## src/core/codec_regs_pkg.sv

```systemverilog
package codec_regs_pkg;
    // ------------------------------------------------------------
    // Address space
    // ------------------------------------------------------------
    localparam int ADDR_W = 5;
    localparam int DATA_W = 8;
    localparam int NUM_REGS = 19;
    localparam logic [4:0] LAST_REG = 5'h12;
    localparam logic [4:0] RST_ADDR = 5'h00;
    localparam logic [4:0] ADC_PWR_ADDR = 5'h01;
    localparam logic [4:0] DAC_PWR_ADDR = 5'h02;
    localparam logic [4:0] FMT_ADDR = 5'h03;
    localparam logic [4:0] CLK_ADDR = 5'h04;
    localparam logic [4:0] DEEM_ADDR = 5'h05;
    localparam logic [4:0] OVF_ADDR = 5'h06;
    localparam logic [4:0] ZD_ADDR = 5'h07;
    localparam logic [4:0] ADC_DIFF_ADDR = 5'h08;
    localparam logic [4:0] DAC_DIFF_ADDR = 5'h09;
    localparam logic [4:0] ATT_BASE = 5'h0a;
    localparam int NUM_ATT = 8;

    // ------------------------------------------------------------
    // Reset values
    // ------------------------------------------------------------
    localparam logic [7:0] RST_DEF = 8'h08;
    localparam logic [7:0] ADC_PWR_DEF = 8'h03;
    localparam logic [7:0] DAC_PWR_DEF = 8'h0f;
    localparam logic [7:0] FMT_DEF = 8'h80;
    localparam logic [7:0] CLK_DEF = 8'h00;
    localparam logic [7:0] DEEM_DEF = 8'h55;
    localparam logic [7:0] OVF_DEF = 8'h07;
    localparam logic [7:0] ZD_DEF = 8'h0f;
    localparam logic [7:0] ZERO_DEF = 8'h00;
    localparam logic [7:0] ATT_DEF = 8'hff;

    // ------------------------------------------------------------
    // Field positions
    // ------------------------------------------------------------
    localparam int TRST_BIT = 0;
    localparam int DACG_BIT = 1;
    localparam int ADCG_BIT = 2;
    localparam int VREF_BIT = 3;
    localparam int MUTE_BIT = 0;
    localparam int ATS_LSB = 1;
    localparam int TDM_LSB = 3;
    localparam int DIF_LSB = 5;
    localparam int DIV_BIT = 0;
    localparam int AUTO_CLOCK_BIT_BIT = 1;
    localparam int DFS_LSB = 2;
    localparam int CKS_LSB = 4;
    localparam int CLOCK_OUTPUT_ENABLE_BIT = 6;
    localparam int OVERFLOW_ENABLE_BIT = 3;
    localparam int LOOP_LSB = 4;

    // Loopback codes and output format remap
    localparam logic [1:0] LOOP_ADC = 2'h1;
    localparam logic [1:0] LOOP_COPY = 2'h2;
    localparam logic [2:0] FMT_M0 = 3'h0;
    localparam logic [2:0] FMT_M1 = 3'h1;
    localparam logic [2:0] FMT_M2 = 3'h2;
    localparam logic [2:0] FMT_M3 = 3'h3;
    localparam logic [2:0] FMT_M5 = 3'h5;
endpackage : codec_regs_pkg

```

## src/core/ctrl_reg_byte.sv

```systemverilog
`timescale 1ns/100ps
// One control byte with synchronous restore to default
module ctrl_reg_byte
    import codec_regs_pkg::*;
#(
    parameter logic [7:0] DEF = 8'h00
) (
    input wire logic clock,
    input wire logic nrst,
    input wire logic ce,
    input wire logic clr,
    input wire logic we,
    input wire logic [7:0] wdata,
    output logic [7:0] q
);
    logic [7:0] q_ff;
    logic [7:0] nxt_q;

    // Power-down clear wins over a write
    always_comb begin
        nxt_q = q_ff;
        if (clr) begin
            nxt_q = DEF;
        end else if (we) begin
            nxt_q = wdata;
        end
    end

    always_ff @(posedge clock or negedge nrst) begin
        if (!nrst) begin
            q_ff <= DEF;
        end else if (ce) begin
            q_ff <= nxt_q;
        end
    end

    assign q = q_ff;
endmodule : ctrl_reg_byte

```

## src/core/mclk_out_gen.sv

```systemverilog
`timescale 1ns/100ps
// Master clock output: full rate, half rate, or held low
module mclk_out_gen
    import codec_regs_pkg::*;
(
    input wire logic clock,
    input wire logic nrst,
    input wire logic ce,
    input wire logic enable,
    input wire logic half_rate,
    output logic mclk_out
);
    logic div_ff;
    logic nxt_div;
    logic out_ff;
    logic nxt_out;

    // Full rate flips every cycle; half rate only when the divider is high
    always_comb begin
        nxt_div = ~div_ff;
        nxt_out = 1'b0;
        if (enable) begin
            nxt_out = (half_rate && !div_ff) ? out_ff : ~out_ff;
        end
    end

    always_ff @(posedge clock or negedge nrst) begin
        if (!nrst) begin
            div_ff <= 1'b0;
            out_ff <= 1'b0;
        end else if (ce) begin
            div_ff <= nxt_div;
            out_ff <= nxt_out;
        end
    end

    assign mclk_out = out_ff;
endmodule : mclk_out_gen

```

## src/core/codec_control_register_bank.sv

```systemverilog
`timescale 1ns/100ps
module codec_control_register_bank
    import codec_regs_pkg::*;
(
    input wire logic clock,
    input wire logic nrst,
    input wire logic ce,
    input wire logic power_down_pin_n,
    input wire logic wr_strobe,
    input wire logic [ADDR_W-1:0] wr_addr,
    input wire logic [DATA_W-1:0] wr_data,
    input wire logic [ADDR_W-1:0] rd_addr,
    output logic [DATA_W-1:0] rd_data,
    input wire logic [1:0] zero_detect_raw,
    input wire logic overflow_raw,
    output logic [1:0] zero_detect_pins,
    output logic timing_reset_n,
    output logic dac_group_power,
    output logic adc_group_power,
    output logic reference_power,
    output logic [1:0] adc_channel_power,
    output logic [3:0] dac_channel_power,
    output logic soft_mute_bit,
    output logic [1:0] attenuator_ramp_select,
    output logic [2:0] audio_format_select,
    output logic [1:0] tdm_format_select,
    output logic [2:0] adc_output_format,
    output logic auto_clock_bit,
    output logic [1:0] speed_mode_select,
    output logic speed_mode_manual,
    output logic [1:0] clock_ratio_select,
    output logic mclk_out,
    output logic [7:0] deemphasis_select,
    output logic [2:0] overflow_mode_select,
    output logic overflow_enable,
    output logic [3:0] zero_detect_mode_select,
    output logic [1:0] loopback_select,
    output logic loop_adc_to_dac,
    output logic loop_copy_input1,
    output logic [1:0] adc_differential_enable,
    output logic [3:0] dac_differential_enable,
    output logic [63:0] attenuation_level
);
    // ------------------------------------------------------------
    // Register storage
    // ------------------------------------------------------------
    localparam logic [7:0] DEFS [NUM_REGS] = '{
        RST_DEF, ADC_PWR_DEF, DAC_PWR_DEF, FMT_DEF, CLK_DEF,
        DEEM_DEF, OVF_DEF, ZD_DEF, ZERO_DEF, ZERO_DEF,
        ATT_DEF, ATT_DEF, ATT_DEF, ATT_DEF,
        ATT_DEF, ATT_DEF, ATT_DEF, ATT_DEF, ZERO_DEF
    };

    logic [7:0] regs [NUM_REGS];
    logic in_map;
    logic clr;

    // Addresses past the last register never reach storage
    assign in_map = (wr_addr <= LAST_REG);
    // Pin low restores every byte to default on cycles with ce high; an async reset is separate
    assign clr = ~power_down_pin_n;

    // One byte per address; address arrives whole, MSB first upstream
    genvar gi;
    generate
        for (gi = 0; gi < NUM_REGS; gi++) begin : g_reg
            ctrl_reg_byte #(
                .DEF(DEFS[gi])
            ) u_byte (
                .clock(clock),
                .nrst(nrst),
                .ce(ce),
                .clr(clr),
                .we(wr_strobe && in_map &&
                    (wr_addr == ADDR_W'(gi))),
                .wdata(wr_data),
                .q(regs[gi])
            );
        end
    endgenerate

    // ------------------------------------------------------------
    // Field decode
    // ------------------------------------------------------------
    logic [7:0] r_rst;
    logic [7:0] r_fmt;
    logic [7:0] r_clk;
    logic [7:0] r_ovf;
    logic [2:0] fmt;
    logic [1:0] loop;
    logic [2:0] out_fmt;

    assign r_rst = regs[RST_ADDR];
    assign r_fmt = regs[FMT_ADDR];
    assign r_clk = regs[CLK_ADDR];
    assign r_ovf = regs[OVF_ADDR];
    assign fmt = r_fmt[DIF_LSB +: 3];
    assign loop = r_ovf[LOOP_LSB +: 2];

    // ADC output format follows loopback remap
    always_comb begin
        out_fmt = fmt;
        if (loop == LOOP_ADC) begin
            if (fmt == FMT_M0 || fmt == FMT_M1) begin
                out_fmt = FMT_M3;
            end else if (fmt == FMT_M2) begin
                out_fmt = FMT_M5;
            end
        end
    end

    // ------------------------------------------------------------
    // Registered outputs
    // ------------------------------------------------------------
    logic [1:0] zd_ff, nxt_zd;
    logic [7:0] rd_ff, nxt_rd;
    logic [2:0] ofmt_ff, nxt_ofmt;
    logic lpa_ff, nxt_lpa;
    logic lpc_ff, nxt_lpc;
    logic man_ff, nxt_man;
    logic [1:0] dfs_ff, nxt_dfs;

    // Overflow steals pin two; timing reset forces both high
    always_comb begin
        nxt_zd = zero_detect_raw;
        if (r_ovf[OVERFLOW_ENABLE_BIT]) begin
            nxt_zd[1] = overflow_raw;
        end
        if (!r_rst[TRST_BIT]) begin
            nxt_zd = 2'h3;
        end
        nxt_rd = (rd_addr <= LAST_REG) ? regs[rd_addr] : ZERO_DEF;
        nxt_ofmt = out_fmt;
        nxt_lpa = (loop == LOOP_ADC);
        nxt_lpc = (loop == LOOP_COPY);
        // Auto mode masks the manual speed field to the core
        nxt_man = ~r_clk[AUTO_CLOCK_BIT_BIT];
        nxt_dfs = r_clk[AUTO_CLOCK_BIT_BIT] ? 2'h0 : r_clk[DFS_LSB +: 2];
    end

    always_ff @(posedge clock or negedge nrst) begin
        if (!nrst) begin
            zd_ff <= 2'h3;
            rd_ff <= ZERO_DEF;
            ofmt_ff <= FMT_DEF[DIF_LSB +: 3];
            lpa_ff <= 1'b0;
            lpc_ff <= 1'b0;
            man_ff <= 1'b1;
            dfs_ff <= 2'h0;
        end else if (ce) begin
            zd_ff <= nxt_zd;
            rd_ff <= nxt_rd;
            ofmt_ff <= nxt_ofmt;
            lpa_ff <= nxt_lpa;
            lpc_ff <= nxt_lpc;
            man_ff <= nxt_man;
            dfs_ff <= nxt_dfs;
        end
    end

    // Field outputs come straight from the byte flip-flops; derived outputs come from the registered stage above
    assign timing_reset_n = r_rst[TRST_BIT];
    assign dac_group_power = r_rst[DACG_BIT];
    assign adc_group_power = r_rst[ADCG_BIT];
    assign reference_power = r_rst[VREF_BIT]; // host's duty
    assign adc_channel_power = regs[ADC_PWR_ADDR][1:0];
    assign dac_channel_power = regs[DAC_PWR_ADDR][3:0];
    assign soft_mute_bit = r_fmt[MUTE_BIT];
    assign attenuator_ramp_select = r_fmt[ATS_LSB +: 2];
    assign audio_format_select = fmt;
    assign tdm_format_select = r_fmt[TDM_LSB +: 2];
    assign clock_ratio_select = r_clk[CKS_LSB +: 2];
    assign auto_clock_bit = r_clk[AUTO_CLOCK_BIT_BIT];
    assign deemphasis_select = regs[DEEM_ADDR];
    assign overflow_mode_select = r_ovf[2:0];
    assign overflow_enable = r_ovf[OVERFLOW_ENABLE_BIT];
    assign zero_detect_mode_select = regs[ZD_ADDR][3:0];
    assign loopback_select = loop;
    assign adc_differential_enable = regs[ADC_DIFF_ADDR][1:0];
    assign dac_differential_enable = regs[DAC_DIFF_ADDR][3:0];
    assign zero_detect_pins = zd_ff;
    assign rd_data = rd_ff;
    assign adc_output_format = ofmt_ff;
    assign loop_adc_to_dac = lpa_ff;
    assign loop_copy_input1 = lpc_ff;
    assign speed_mode_manual = man_ff;
    assign speed_mode_select = dfs_ff;

    // Eight attenuation bytes, one per DAC channel
    generate
        for (gi = 0; gi < NUM_ATT; gi++) begin : g_att
            assign attenuation_level[gi*8 +: 8] =
                regs[ATT_BASE + ADDR_W'(gi)];
        end
    endgenerate

    // ------------------------------------------------------------
    // Master clock output
    // ------------------------------------------------------------
    mclk_out_gen u_mclk (
        .clock(clock),
        .nrst(nrst),
        .ce(ce),
        .enable(r_clk[CLOCK_OUTPUT_ENABLE_BIT]),
        .half_rate(r_clk[DIV_BIT]),
        .mclk_out(mclk_out)
    );

    // is the host's duty: a repeated write is simply stored again
endmodule : codec_control_register_bank

```

## config.mk

```make
export PLATFORM = sky130hd
export DESIGN_NAME = codec_control_register_bank
export DESIGN_NICKNAME = d
export VERILOG_FILES = /design/src/core/codec_regs_pkg.sv /design/src/core/ctrl_reg_byte.sv /design/src/core/mclk_out_gen.sv /design/src/core/codec_control_register_bank.sv
export SDC_FILE = /design/constraint.sdc
export NUM_CORES = 1
export LEC_CHECK = 0
export BUFFER_PORTS_ARGS = -buffer_cell sky130_fd_sc_hd__buf_2
export CAP_MARGIN = 30
export CORE_ASPECT_RATIO = 1.4
export CORE_UTILIZATION = 56
export CTS_CLUSTER_SIZE = 40
export DETAILED_ROUTE_END_ITERATION = 6
export PLACE_DENSITY = 0.89
export SLEW_MARGIN = 0
export SYNTH_ARGS = -nofsm -noshare
export SYNTH_HDL_FRONTEND = slang
export SYNTH_SLANG_ARGS = --single-unit
```

## constraint.sdc

```tcl
create_clock -name clock -period 1.58 [get_ports clock]
set_input_delay 0.316 -clock clock [delete_from_list [all_inputs] [get_ports clock]]
set_output_delay 0.316 -clock clock [all_outputs]
set_load 0.01 [all_outputs]
```

## Word level (Yosys, flattened, before mapping)

Index checks and enable logic that the tools add are counted.

- $lt $le $gt $ge: 3
- Equality and inequality tests: 42
- Mux-type cells: 50
- Bitwise operators: 4
- Reduce and logical (&&, ||, !) cells: 45

Operators by type and width:

| kind | number |
|---|---|
| 8-bit two-way mux | 41 |
| 8-bit binary-select mux with 5-bit select | 1 |
| 5-bit by 4-bit == test with 1-bit output, second input constant | 8 |
| 2-bit AND reduction | 20 |
| 2-bit by 1-bit != test with 1-bit output, second input constant | 19 |
| 1-bit logical AND | 21 |
| 5-bit by 3-bit == test with 1-bit output, second input constant | 4 |
| 5-bit == test, second input constant | 3 |
| 5-bit by 2-bit == test with 1-bit output, second input constant | 2 |
| 5-bit <= comparator, second input constant | 2 |
| 3-bit two-way mux | 3 |
| 6-bit greater-or-equal comparator, second input constant | 1 |
| 5-bit NOT with 6-bit output | 1 |
| 5-bit by 1-bit == test with 1-bit output, second input constant | 1 |
| 5-bit logical NOT | 1 |
| 2-bit two-way mux | 2 |
| 3-bit by 1-bit == test with 1-bit output, second input constant | 1 |
| 3-bit by 2-bit == test with 1-bit output, second input constant | 1 |
| 3-bit logical NOT | 1 |
| 1-bit two-way mux | 3 |
| 1-bit NOT | 3 |
| 2-bit by 1-bit == test with 1-bit output, second input constant | 1 |
| 2-bit == test, second input constant | 1 |
| 2-bit != test, second input constant | 1 |
| other kinds (2) | 2 |

- Register bits after elaboration: 172
- Input port bits: 26

## Logic depth before layout (Yosys ltp)

- Depth after elaboration: 5
- Depth in mapped cells: 7
- Depth with buffers taken out: 4

## By module

Synthesis repeated with hierarchy kept, for this count alone.

- Cells, all modules: 1071
- Area total of the unflattened synthesis: 11243.3 µm²

By module, submodules not included:

| module | instances | cells an instance | area an instance (µm²) |
|---|---|---|---|
| ctrl_reg_byte (g_reg[10].u_byte ...) | 8 | 43 | 460.4 |
| codec_control_register_bank | 1 | 249 | 2294.7 |
| ctrl_reg_byte (g_reg[18].u_byte ...) | 4 | 44 | 475.5 |
| ctrl_reg_byte (g_reg[2].u_byte ...) | 2 | 40 | 456.7 |
| ctrl_reg_byte (g_reg[6].u_byte) | 1 | 43 | 483.0 |
| ctrl_reg_byte (g_reg[3].u_byte) | 1 | 45 | 478.0 |
| ctrl_reg_byte (g_reg[1].u_byte) | 1 | 43 | 466.7 |
| ctrl_reg_byte (g_reg[0].u_byte) | 1 | 43 | 465.4 |
| ctrl_reg_byte (g_reg[5].u_byte) | 1 | 40 | 464.2 |
| mclk_out_gen | 1 | 8 | 92.6 |

## Least setup slack after synthesis

OpenSTA, ideal clock, no wires.

- Path kind: in2reg
- Start point: in rd_addr[1]
- End point: reg rd_ff[4] (netlist: rd_data[4])
- Library setup time: 0.138 ns
- Arrival: 1.559 ns
- Data required time: 1.442 ns
- Slack: -0.117 ns
- Stages on the path: 6
- Path buffers: 2
- Cells stage by stage: buf_2 clkbuf_1 mux4_2 mux2_2 nand2_1 o311ai_1

- Longest elaborated chain between the ends: 5
- Elaborated cells between the ends (all ways): 6
- Those cells by class: order compare (1); mux (4); bitwise (1)

RTL lines:

| element | line | text |
|---|---|---|
| from (decl) | codec_control_register_bank.sv:12 | `input wire logic [ADDR_W-1:0] rd_addr,` |
| 5-bit NOT with 6-bit output (implied by the code) | codec_control_register_bank.sv:132 | `nxt_rd = (rd_addr <= LAST_REG) ? regs[rd_addr] : ZERO_DEF;` |
| 8-bit binary-select mux with 5-bit select | codec_control_register_bank.sv:132 |  |
| 8-bit two-way mux (implied by the code) (2 in a row) | codec_control_register_bank.sv:132 |  |
| 8-bit two-way mux (*) | codec_control_register_bank.sv:132 |  |
| to (signal assigned) | codec_control_register_bank.sv:152 | `rd_ff <= nxt_rd;` |
| to (decl) | codec_control_register_bank.sv:116 | `logic [7:0] rd_ff, nxt_rd;` |

Mark *: on every way between the ends. The rest lies on a longest branch, timed or not. The select of a mux whose other input is x is not followed.
A chain may end at the register's enable or synchronous reset.

## Final worst setup path

- Start point: reg g_reg[3].u_byte.q_ff[6]
- End point: reg rd_ff[6] (netlist: rd_data[6])

- Longest elaborated chain between the ends: 4

RTL lines:

| element | line | text |
|---|---|---|
| from (decl) | ctrl_reg_byte.sv:16 | `logic [7:0] q_ff;` |
| from (signal assigned) | ctrl_reg_byte.sv:33 | `q_ff <= nxt_q;` |
| 8-bit binary-select mux with 5-bit select | codec_control_register_bank.sv:132 |  |
| 8-bit two-way mux (implied by the code) (2 in a row) | codec_control_register_bank.sv:132 |  |
| 8-bit two-way mux | codec_control_register_bank.sv:132 |  |

Every way passes these cells. The select of a mux whose other input is x is not followed.

==> flow_metrics.py <==
metrics = {
    "grt": {
        "grt_max_degree": 56,
        "grt_pass1_wl_um": 36740,
        "grt_antenna_before_repair": 0,
        "grt_pass1_vias": 6444,
        "overflow": 0,
        "track_usage": 0.3172,
    },
    "min_path": {
        "min_path_cells": 2,
        "hold_start": "zero_detect_raw[0]",
        "min_path_type": "input port to flop",
        "hold_path_end": "zero_detect_pins[0]$_DFFE_PN1P_",
    },
    "setup_path": {
        "rr_worst_depth": 4,
        "path_cells": "mux4_2 -> mux2_2 -> nand2_1 -> o311ai_1",
        "reg2reg_slack_ps": 40,
        "worstSetupPathType": "flop to flop",
        "rr_startpoint": "g_reg[3].u_byte.q[6]$_DFFE_PN0P_",
        "cp_max_fo": 2,
        "required_ps": 1870,
        "rr_endpoint": "rd_data[6]$_DFFE_PN0P_",
        "setup.worst_path.end_class": "flop",
        "startpoint_type": "flop",
        "crit_slowest_cell": "mux4_2",
        "cp_slowest_stage_delay_ps": 490,
        "arrival_ps": 1830,
        "crit_start": "g_reg[3].u_byte.q[6]$_DFFE_PN0P_",
    },
    "clock_network": {
        "ctsResizeCount": 0,
        "clock_latency_ps": 430,
        "clk_path_buf_depth": 2,
        "clk_pin_slew_worst_paths_ps": 70,
        "clkSinkCount": 172,
        "cts_tree": "yes",
        "cts_max_level": 4,
        "cts-root-buf": "clkbuf_16",
        "hold_buffers": 1,
        "cts_buffers": 17,
        "post_cts_buffers": 0,
    },
    "floorplanning": {
        "placementRows": 53,
        "initial_core_util": 0.5702,
        "dieArea_um2": 15770,
        "die_h_um": 148.2,
        "die_x_um": 106.4,
        "fp.coreArea_um2": 14990,
        "pin_count": 154,
    },
    "placement": {
        "port_buffers": 153,
        "place_area_um2": 9833,
        "gp_congestion": 0.9687,
        "post-dp-hpwl_um": 17420,
    },
    "timing": {
        "finalSetupViolations": 0,
        "slew_headroom": 0.6015,
        "period_share": 0.9746,
        "rsz0062_at_grt": "no",
        "fin_crit_ps": 1540,
        "fin_hold_ws_ps": 116.2,
        "max_clock_freq_ghz": 0.6494,
        "hold_violations": 0,
        "finClkSkew_ps": 8.144,
        "final_max_slew_viol_count": 0,
        "worst_pin_slew_ps": 595.6,
    },
    "synthesis": {
        "synth_top_area_cell": "dfstp_2",
        "syn_area_um2": 8546,
        "synth_edf_count": 0,
        "ys_types": 43,
        "postSynth.asyncResetShare": 1.000,
        "yosys_warnings": 0,
        "syn-num-nets": 656,
        "synth_seq_cells": 172,
        "synth_area_leaders": "dfstp_2, dfrtp_1, mux2_2",
        "syn_inst": 630,
        "synth_seq_area_share": 0.5164,
        "yosysTopAreaCellShare": 0.2675,
        "avgSynthCellArea_um2": 13.56,
        "ys.flop_type": "dfstp_2",
    },
    "detailed_routing": {
        "wl_per_cell_um": 23.74,
        "detail-route-antenna-nets": 0,
        "dr.first_iter.drc_count": 379,
        "first_pass_iters": 5,
        "drt-total-wl_um": 23980,
        "vias": 6064,
        "vias_per_cell": 6.004,
        "drcViolationCount": 0,
    },
    "layout": {
        "area_growth_pct": 22.50,
        "layout_common_cells": "buf_2, mux2_2, dfstp_2, dfrtp_1, buf_4",
        "drive_gt1_frac": 0.6206,
        "layout_commonest_cell": "buf_2",
        "final_nets": 830,
        "final_cell_area_um2": 10470,
    },
    "run": {
        "cap_viol_max_count": 0,
    },
    "pwr": {
        "total_power_uw": 12710,
        "power_leakage_uw": 0.004714,
        "p_per_area_nw_per_um2": 1214,
        "vdd_drop_max_mv": 0.7649,
    },
    "run_status": {
        "status": "finished clean",
    },
}
power by group:
part	total [µW]	switching (µW)	internal, µW	leakage, µW
clock	4400	1850	2550	0.000306
sequential	5700	472	5230	0.00201
combinational	2610	1300	1310	0.00239
total	12700	3620	9090	0.00471
registers in the layout, summed over array words and instances (netlist names):
register	flops
u_mclk.div_ff	1
adc_output_format	3
speed_mode_manual	1
g.u_byte.q	152
speed_mode_select	2
u_mclk.mclk_out	1
zero_detect_pins	2
loop_copy_input1	1
loop_adc_to_dac	1
rd_data	8
per-stage QoR:
stage / instances / setup WS [ps] / setup TNS (ps) / util
4_1_cts: 1009 / 55.90 / 0 / 0.6984
3_5_place_dp: 976 / -228.0 / -14980 / 0.6561
2_1_floorplan: 630 / 34.23 / 0 / -
5_1_grt: 1009 / 7.020 / 0 / 0.6984
6_report: 1010 / 40.18 / 0 / 0.6985
3_3_place_gp: 976 / -208.2 / -11550 / 0.6561
worst max-delay path: cells and delay by family (launching register included):
family / cells / cell delay [ps]
simple gates: 1 / 100
mux: 2 / 800
flops: 1 / 400
compound gates: 1 / 110
worst max-delay path by stage:
stage	slack [ps]	end
after global placement	-210	g_reg[3].u_byte.q[3]$_DFFE_PN0P_
final	40	rd_data[6]$_DFFE_PN0P_
after floorplan	30	rd_data[4]$_DFFE_PN0P_
after CTS	60	rd_data[6]$_DFFE_PN0P_
after global routing	7	rd_data[6]$_DFFE_PN0P_
after detailed placement	-230	rd_data[5]$_DFFE_PN0P_
cell usage after synthesis (2+ instances only):
| master | instances |
|---|---|
| nand4bb_1 | 3 |
| clkbuf_1 | 19 |
| and2_1 | 7 |
| o21ai_2 | 8 |
| buf_4 | 27 |
| a22oi_1 | 8 |
| o22a_1 | 2 |
| a21oi_1 | 10 |
| mux2_2 | 113 |
| nand2_1 | 36 |
| or3b_4 | 2 |
| mux4_2 | 16 |
| nand3b_1 | 5 |
| nor3b_1 | 2 |
| dfstp_2 | 87 |
| buf_2 | 8 |
| a211oi_1 | 8 |
| inv_1 | 7 |
| nand2_2 | 7 |
| and2_0 | 2 |
| o21ai_0 | 10 |
| mux2_4 | 24 |
| dfrtp_1 | 85 |
| nand2_4 | 4 |
| nor2b_1 | 19 |
| nand2b_1 | 13 |
| buf_1 | 4 |
| mux2i_1 | 34 |
| nor2_1 | 4 |
| o311ai_1 | 8 |
| o2bb2ai_1 | 8 |
| o21ai_1 | 5 |
| mux2_1 | 25 |
cell type report:
class / count / area, µm²
well taps: 192 / 240.2
diodes: 1 / 2.502
clock buffers: 20 / 478.0
multi-input cells: 392 / 3766
repair buffers: 214 / 1398
inverters: 7 / 26.28
clock inverters: 12 / 145.1
fillers: 1037 / 4518
flip-flops and latches: 172 / 4413
cells by family after synthesis:
family | share of synthesized area
compound gates | 0.05959
xor+xnor | 0.001025
buf+inv | 0.04290
flops | 0.5164
mux | 0.3060
simple gates | 0.07408
layer usage:
metal / share of wire / vias to the layer above / GRT usage
li1: - / 2616 / -
met1: 0.38 / 3108 / 0.3760
met2: 0.52 / 261 / 0.5364
met3: 0.048 / 79 / 0.05960
met4: 0.055 / 0 / 0.1861
met5: 0 / - / 0
Power figures use the tool's default switching activity.
